===== src/verilog/lpm_map.vh =====
// constants for the low-power mode controller
`ifndef LPM_MAP_VH
`define LPM_MAP_VH
`define LPM_WAKE_DELAY 16'd4064
`define LPM_CNT_W 16
`define LPM_ST_RUN 2'h0
`define LPM_ST_STOP 2'h1
`define LPM_ST_WAIT 2'h2
`define LPM_ST_START 2'h3
`endif


===== src/verilog/lpm_sync3.v =====
// three-stage input synchroniser with agreement filter
`timescale 1ns/1ps
`default_nettype none
module lpm_sync3 #(
   parameter RST_VAL = 1'b1
) (
   input wire sys_clk, // clock
   input wire rst, // synchronous reset
   input wire din, // asynchronous pin
   output reg dout // filtered level
);
   reg s1_r;
   reg s2_r;
   reg s3_r;
   // three stage flops and an output flop; output changes once stages two and three agree
   always @(posedge sys_clk) begin
      if (rst) begin
         s1_r <= RST_VAL;
         s2_r <= RST_VAL;
         s3_r <= RST_VAL;
         dout <= RST_VAL;
      end else begin
         s1_r <= din;
         s2_r <= s1_r;
         s3_r <= s2_r;
         if (s2_r == s3_r) begin
            dout <= s3_r;
         end
      end
   end
endmodule
`default_nettype wire


===== src/verilog/lpm_ctrl.v =====
// low-power stop and wait mode controller
// Operation
// [RULE_01] stop mode gates the oscillator, halting timers and watchdog
// [RULE_02] stop entry clears the interrupt mask bit
// [RULE_03] stop mode holds all other state unchanged
// [RULE_04] stop exits only on external, keyboard, enabled supply-drop interrupt, or reset
// [RULE_05] stop-disable option makes stop a no-operation
// [RULE_06] after stop wake, wait 4064 cycles before execution resumes
// [RULE_07] wait suspends processor; core timer, 16-bit timer and converter run
// [RULE_08] wait exits on external, keyboard, supply-drop, or enabled timer interrupts
// [RULE_09] wait entry clears interrupt mask, other state held
// [RULE_10] enabled core timer interrupts give periodic wait wake-up
// [RULE_11] low supply-drop input starts a routine or hardware interrupt
// [RULE_12] low reset input forces a known start-up state
// [RULE_13] cycle counts are bus cycles, oscillator divided by two
// [RULE_14] programmable-memory variant always enables stop
// [RULE_15] wake delay counts from oscillator restart; processor stalled meanwhile
`timescale 1ns/1ps
`default_nettype none
`include "lpm_map.vh"
module lpm_ctrl #(
   parameter WAKE_DELAY = `LPM_WAKE_DELAY, // bus cycles after stop wake
   parameter PROG_VARIANT = 1'b0 // programmable-memory variant
) (
   input wire sys_clk, // bus clock
   input wire rst, // synchronous reset, active high
   input wire reset_pin_n, // external reset pin, active low
   input wire supply_drop_input_n, // supply-drop pin, active low
   input wire ext_irq_pin_n, // external interrupt pin, active low
   input wire stop_req, // core executes stop, one-cycle pulse
   input wire wait_req, // core executes wait, one-cycle pulse
   input wire stop_disable_opt, // factory option: stop is no-operation
   input wire kbd_irq, // keyboard interrupt request
   input wire kbd_en, // keyboard interrupt enabled
   input wire sd_irq_en, // supply-drop interrupt enabled
   input wire sd_hw_mode, // 1: hardware interrupt, 0: software routine
   input wire ctimer_irq, // core timer interrupt request (enabled)
   input wire tmr16_irq, // 16-bit timer interrupt request (enabled)
   output reg osc_en, // oscillator enable
   output reg cpu_stall, // processor held
   output reg periph_clk_en, // timers and converter clock enable
   output reg state_hold, // registers and pins frozen
   output reg imask_clear, // clear interrupt mask bit pulse
   output reg stop_noop, // stop executed as no-operation pulse
   output reg sd_hw_irq, // supply-drop hardware interrupt
   output reg sd_sw_trap, // supply-drop software routine start pulse
   output reg core_reset, // internal reset to known state
   output reg wake_pulse, // wake event pulse
   output reg [1:0] mode // current mode
);
   ////////////////////////////////////////////////////////////////
   wire rst_pin_f;
   wire sd_f;
   wire irq_f;
   reg sd_prev_r;
   reg [1:0] st_r;
   reg [1:0] st_nxt;
   reg [`LPM_CNT_W-1:0] cnt_r;
   reg [`LPM_CNT_W-1:0] cnt_nxt;
   wire sync_rst;
   wire sd_fall;
   wire stop_wake;
   wire wait_wake;
   wire stop_ok;

   // one when the given state is a low-power mode
   function f_asleep;
      input [1:0] st;
      begin
         f_asleep = (st == `LPM_ST_STOP) || (st == `LPM_ST_WAIT);
      end
   endfunction

   // pin synchronisers
   // all three idle high, so leaving rst gives no false pin event
   lpm_sync3 #(.RST_VAL(1'b1)) u_rst_sync (
      .sys_clk(sys_clk), // bus clock
      .rst(rst), // block reset only, so the pin can release
      .din(reset_pin_n), // raw reset pin
      .dout(rst_pin_f) // filtered reset pin
   );
   lpm_sync3 #(.RST_VAL(1'b1)) u_sd_sync (
      .sys_clk(sys_clk), // bus clock
      .rst(rst), // block reset
      .din(supply_drop_input_n), // raw supply-drop pin
      .dout(sd_f) // filtered supply-drop level
   );
   lpm_sync3 #(.RST_VAL(1'b1)) u_irq_sync (
      .sys_clk(sys_clk), // bus clock
      .rst(rst), // block reset
      .din(ext_irq_pin_n), // raw interrupt pin
      .dout(irq_f) // filtered interrupt level
   );

   ////////////////////////////////////////////////////////////////
   // wake qualifiers
   assign sync_rst = rst | ~rst_pin_f; // RULE_12
   assign sd_fall = sd_prev_r & ~sd_f; // RULE_11
   assign stop_wake = ~irq_f | (kbd_irq & kbd_en) | (~sd_f & sd_irq_en); // RULE_04
   assign wait_wake = ~irq_f | (kbd_irq & kbd_en) | ~sd_f | ctimer_irq | tmr16_irq; // RULE_08 RULE_10
   assign stop_ok = PROG_VARIANT | ~stop_disable_opt; // RULE_05 RULE_14

   // next-state logic
   always @* begin
      st_nxt = st_r;
      cnt_nxt = cnt_r;
      case (st_r)
         `LPM_ST_RUN: begin
            if (stop_req && stop_ok) begin
               st_nxt = `LPM_ST_STOP; // RULE_01
            end else if (wait_req && !stop_req) begin
               st_nxt = `LPM_ST_WAIT; // RULE_07
            end
         end
         `LPM_ST_STOP: begin
            if (stop_wake) begin
               st_nxt = `LPM_ST_START; // RULE_15
               cnt_nxt = WAKE_DELAY[`LPM_CNT_W-1:0] - 16'h0001;
            end
         end
         `LPM_ST_WAIT: begin
            if (wait_wake) begin
               st_nxt = `LPM_ST_RUN; // RULE_08
            end
         end
         `LPM_ST_START: begin
            if (cnt_r == 16'h0000) begin
               st_nxt = `LPM_ST_RUN; // RULE_06 RULE_13
            end else begin
               cnt_nxt = cnt_r - 16'h0001;
            end
         end
         default: begin
            st_nxt = `LPM_ST_RUN;
         end
      endcase
   end

   ////////////////////////////////////////////////////////////////
   // state register and start-up delay counter
   always @(posedge sys_clk) begin
      if (sync_rst) begin
         st_r <= `LPM_ST_RUN; // RULE_12
         cnt_r <= 16'h0000;
      end else begin
         st_r <= st_nxt;
         cnt_r <= cnt_nxt;
      end
   end

   // internal reset; drops one cycle after the last reset cycle
   always @(posedge sys_clk) begin
      if (sync_rst) begin
         core_reset <= 1'b1; // RULE_12
      end else begin
         core_reset <= 1'b0;
      end
   end

   // mode follows the next state, aligned with the gating outputs
   always @(posedge sys_clk) begin
      if (sync_rst) begin
         mode <= `LPM_ST_RUN;
      end else begin
         mode <= st_nxt;
      end
   end

   // clock gating; only stop halts oscillator and peripherals
   always @(posedge sys_clk) begin
      if (sync_rst) begin
         osc_en <= 1'b1;
         periph_clk_en <= 1'b1;
      end else begin
         osc_en <= (st_nxt != `LPM_ST_STOP); // RULE_01
         periph_clk_en <= (st_nxt != `LPM_ST_STOP); // RULE_01 RULE_07
      end
   end

   // processor stall covers stop, wait and the start-up delay
   always @(posedge sys_clk) begin
      if (sync_rst) begin
         cpu_stall <= 1'b0;
         state_hold <= 1'b0;
      end else begin
         cpu_stall <= (st_nxt != `LPM_ST_RUN); // RULE_07 RULE_15
         state_hold <= f_asleep(st_nxt); // RULE_03 RULE_09
      end
   end

   // one-cycle event pulses on mode entry and exit, and on a stop executed as no-operation
   always @(posedge sys_clk) begin
      if (sync_rst) begin
         imask_clear <= 1'b0;
         stop_noop <= 1'b0;
         wake_pulse <= 1'b0;
      end else begin
         imask_clear <= (st_r == `LPM_ST_RUN) && f_asleep(st_nxt); // RULE_02 RULE_09
         stop_noop <= (st_r == `LPM_ST_RUN) && stop_req && !stop_ok; // RULE_05
         wake_pulse <= (st_r != st_nxt) && f_asleep(st_r); // RULE_04 RULE_08
      end
   end

   // supply-drop indication; edge register idles high like the pin
   always @(posedge sys_clk) begin
      if (sync_rst) begin
         sd_prev_r <= 1'b1;
         sd_hw_irq <= 1'b0;
         sd_sw_trap <= 1'b0;
      end else begin
         sd_prev_r <= sd_f;
         sd_hw_irq <= ~sd_f & sd_hw_mode; // RULE_11
         sd_sw_trap <= sd_fall & ~sd_hw_mode; // RULE_11
      end
   end
endmodule
`default_nettype wire


===== config.mk =====
export PLATFORM = sky130hd
export DESIGN_NAME = lpm_ctrl
export DESIGN_NICKNAME = d
export VERILOG_FILES = /design/src/verilog/lpm_sync3.v /design/src/verilog/lpm_ctrl.v
export VERILOG_INCLUDE_DIRS = /design/src /design/src/verilog
export SDC_FILE = /design/constraint.sdc
export NUM_CORES = 1
export LEC_CHECK = 0
export BUFFER_PORTS_ARGS = -buffer_cell sky130_fd_sc_hd__buf_2
export CAP_MARGIN = 30
export CORE_MARGIN = 1
export CORE_UTILIZATION = 45
export DETAILED_ROUTE_END_ITERATION = 10
export PLACE_DENSITY_LB_ADDON = 0.3
export SYNTH_ARGS = -nofsm -noshare
export SYNTH_HDL_FRONTEND = slang
export SYNTH_SLANG_ARGS = --single-unit

===== constraint.sdc =====
create_clock -name sys_clk -period 2.2 [get_ports sys_clk]
set_input_delay 0.11 -clock sys_clk [delete_from_list [all_inputs] [get_ports sys_clk]]
set_output_delay 0.11 -clock sys_clk [all_outputs]
set_load 0.1 [all_outputs]

==> impl_results.md <==
- Sequential Area: 808 um^2
- Worst slew slack as a fraction of its limit: 0.635
- Root Buffer Master: sky130_fd_sc_hd__clkbuf_8
- Yosys top cell area share: 0.442
- Area of the die: 4290 um^2
- Detailed-placement wirelength estimate: 2580 um
- Row count: 22
- Cells after Synth: 199
- Count of synthesis-stage warnings from yosys: 0
- Via density: 5.30
- Clock-pin slew on the worst setup and hold paths: 0.08 ns
- R2r setup slk: 0.06 ns
- Maximum number of pins on one net before global-route repair: 17
- Psw: 1.78 mW
- Number of antenna cells inserted: 0
- Footprint of the multi-input gates: 990 um^2
- TritonCTS buffer count: 5
- Dominant combinational cell family by area after synthesis: simple AND/OR/NAND/NOR gates
- Async set-or-reset flop fraction in the synthesized netlist: 0
- Distinct cell type count after synthesis: 50
- Via count of the first global-routing pass: 1514
- Synth Area in Adders: 0.0552
- Capture instance of the worst register-to-register path: cnt_r[2]$_SDFFE_PP0P_
- CTS H-Tree Depth: 2
- Class of the worst hold path: input port to register
- Number of I/O pins: 26
- Count of final max-slew check failures: 0
- Top flop regs: cnt_r: 16 flops, mode: 2 flops
- Multiplexer share of the synthesized area: 0.0110
- FF-to-FF path depth: 6
- Dominant synthesized flop cell: sky130_fd_sc_hd__dfxtp_1
- Required time worst endpoint: 2.39 ns
- Syn nets: 221
- Worst flop-to-flop path startpoint: mode[1]$_SDFF_PP0_
- Worst setup path startpoint: mode[1]$_SDFF_PP0_
- Number of sinks driven by the clock tree: 40
- Floorplan die width: 65.5 um
- Setup TNS Final: 0 ns
- Number of flip-flops under the largest register name: 16
- Max-Cap Viols: 0
- Clk pwr share: 0.139
- Largest vdd supply drop: 0.578 mV
- DRC Markers: 0
- XOR/XNOR Fraction of Synth Area: 0.0386
- Setup repair after global routing missed its margin: true
- Worst Path Max Fanout: 8
- Top achievable clock speed: 0.467 GHz
- FF+latch count, synth: 40
- Worst-margin pin slew: 0.548 ns
- Overall Global Routing Usage: 0.194
- Latest clock arrival within the worst-skew pair: 0.30 ns
- Post-layout minimum cycle time: 2.14 ns
- Worst endpoint data arrival time: 2.33 ns
- Clock buffer depth: 2
- Number of search-and-repair iterations in the first detailed-routing pass: 4
- Internal Dissipation: 2.17 mW
- Critical Path Sink: cnt_r[2]$_SDFFE_PP0P_
- Fraction of the yosys area taken by sequential cells: 0.442
- Top post-synthesis cells by area: sky130_fd_sc_hd__dfxtp_1 44%, sky130_fd_sc_hd__nor2_1 6.0%, sky130_fd_sc_hd__ha_1 5.5%
- Area of the core: 3770 um^2
- Number of inserted filler cells in the final layout: 329
- Die span in y: 65.5 um
- Number of cells in the finished layout apart from fillers: 298
- 1st-iter DRT viols: 147
- Share of post-route cells with drive strength above 1: 0.312
- Part of the power in registers: 0.266
- Per-cell routed wire length: 12.3 um
- EDFF count, synth: 0
- Post-layout worst setup margin: 0.0564 ns
- Layout Nets: 271
- Switching share of power: 0.451
- Result of the run: complete, no violations
- Count of vias placed by the detailed router: 1580
- Setup Skew: 0.00892 ns
- Setup violations, final: 0
- Nature of the critical path endpoint: register
- Kind of launch point of the worst setup path: register
- TritonCTS clock tree: yes
- Count of antenna-violating nets left after detailed routing: 0
- Layout Area Growth over Synthesis: 27.9%
- Register with the most flip-flops: cnt_r
- Compound-gate portion of the synthesized area: 0.152
- Most area-hungry cell type in the Yosys netlist: sky130_fd_sc_hd__dfxtp_1
- Total detailed-routing wirelength: 3660 um
- Count of buffers inserted at the top-level ports: 25
- Post-synthesis area per instance: 9.11 um^2
- Total power divided by cell area: 1710 nW/um^2
- Weighted congestion reported at the end of routability-driven placement: 0.809
- Global-route wire length before repair: 6330 um
- Grt ovf: 0
- Total instance count after detailed placement: 284
- Initial antenna violation count: 0
- Worst hold slack across all endpoints: 0.00353 ns
- Simple-gate share of the synthesized area: 0.262
- Critical setup path kind: register to register
- Post-synthesis cell area: 1810 um^2
- Final Cycle Share: 0.974
- Relative contribution of combinational cells to total power: 0.595
- Final hold violations: 0
- Count leader, synth: sky130_fd_sc_hd__dfxtp_1
- Leakage component of the power: 0.998 nW
- Starting density of the core: 0.481
- Placement Setup Slack: -0.113 ns
- Leading post-synthesis cells by instance count: 40 x sky130_fd_sc_hd__dfxtp_1, 29 x sky130_fd_sc_hd__nor2_1, 11 x sky130_fd_sc_hd__a21oi_1
## worst min-delay path by stage
stage	startpoint	end	slack (ns)	cells past startpoint
2_1_floorplan	sd_hw_mode	sd_sw_trap$_SDFF_PP0_	0.19	1
6_report	ext_irq_pin_n	u_irq_sync.s1_r$_SDFF_PP1_	0.004	2
4_1_cts	ext_irq_pin_n	u_irq_sync.s1_r$_SDFF_PP1_	0.0003	2
3_3_place_gp	sd_hw_mode	sd_sw_trap$_SDFF_PP0_	0.29	2
5_1_grt	ext_irq_pin_n	u_irq_sync.s1_r$_SDFF_PP1_	0.008	2
3_5_place_dp	sd_hw_mode	sd_sw_trap$_SDFF_PP0_	0.29	2
## layout by cell type, fill, tap and decap left out, types with 3 or more instances in the layout
| cell | synthesis | routed |
|---|---|---|
| sky130_fd_sc_hd__a21oi_1 | 11 | 11 |
| sky130_fd_sc_hd__buf_2 | 1 | 25 |
| sky130_fd_sc_hd__buf_4 | 1 | 22 |
| sky130_fd_sc_hd__clkbuf_8 | 0 | 5 |
| sky130_fd_sc_hd__dfxtp_1 | 40 | 38 |
| sky130_fd_sc_hd__dlygate4sd3_1 | 0 | 3 |
| sky130_fd_sc_hd__ha_1 | 8 | 6 |
| sky130_fd_sc_hd__inv_1 | 9 | 9 |
| sky130_fd_sc_hd__nand2_1 | 9 | 9 |
| sky130_fd_sc_hd__nand2b_1 | 4 | 4 |
| sky130_fd_sc_hd__nand3_1 | 7 | 7 |
| sky130_fd_sc_hd__nand4_1 | 5 | 5 |
| sky130_fd_sc_hd__nand4b_1 | 3 | 3 |
| sky130_fd_sc_hd__nor2_1 | 29 | 28 |
| sky130_fd_sc_hd__nor3_1 | 4 | 4 |
| sky130_fd_sc_hd__o21bai_1 | 3 | 3 |
| sky130_fd_sc_hd__or2_2 | 9 | 9 |
| sky130_fd_sc_hd__or3_1 | 3 | 3 |
| sky130_fd_sc_hd__xor2_1 | 8 | 8 |
## repair_timing
action / in CTS / in global routing
hold buffers: 3 / 0
resized for setup: 5 / 3
setup endpoints to repair: 4 / 5
gates cloned: 0 / 0
hold endpoints to repair: 3 / 0
setup buffers: 3 / 0
pin swaps: 4 / 3
## power groups by stage
stage / combinational [mW] / sequential (mW) / clock, mW
6_report: 2.35 / 1.05 / 0.549
3_5_place_dp: 2.10 / 1.06 / 0
5_1_grt: 2.57 / 1.07 / 0.599
3_3_place_gp: 2.08 / 1.06 / 0
2_1_floorplan: 1.17 / 1.43 / 0
4_1_cts: 2.24 / 1.05 / 0.563
## per-layer routing
layer  up-vias  part of all wire  GRT usage
li1        810                 -          -
met1       729              0.47      0.224
met2        35              0.47      0.339
met3         6             0.045     0.0521
met4         0             0.017     0.0734
met5         -                 0          0
## logic make-up after synthesis
group                      Yosys count
AOI/OAI and AO/OA                   37
xor gates and xnor gates             8
adders and majority gates            8
buffers and inverters               16
DFF                                 40
muxes                                2
and+or+nand+nor                     88
## through the flow
step	util	instance area (um^2)	power, mW
after global placement	0.563	2120	3.15
after CTS	0.609	2300	3.86
after floorplan	-	1840	2.59
final	0.615	2320	3.95
after detailed placement	0.563	2120	3.16
after global routing	0.615	2320	4.24
## critical path, cell delays in order (launching register included)
cell and delay [ns]:
sky130_fd_sc_hd__dfxtp_4 0.41, sky130_fd_sc_hd__ha_4 0.15, sky130_fd_sc_hd__or4b_1 0.43, sky130_fd_sc_hd__or4_4 0.56, sky130_fd_sc_hd__and2_4 0.21, sky130_fd_sc_hd__a211oi_2 0.21
sky130_fd_sc_hd__nor2_1 0.07
## cell type report
cell class	count	share of cell area
clock buffer	6	0.0405
clock inverter	2	0.00540
multi-input combinational	143	0.427
timing repair buffer	50	0.138
sequential	40	0.349
inverter	9	0.0146
tap	48	0.0259
Power figures use the tool's default switching activity.
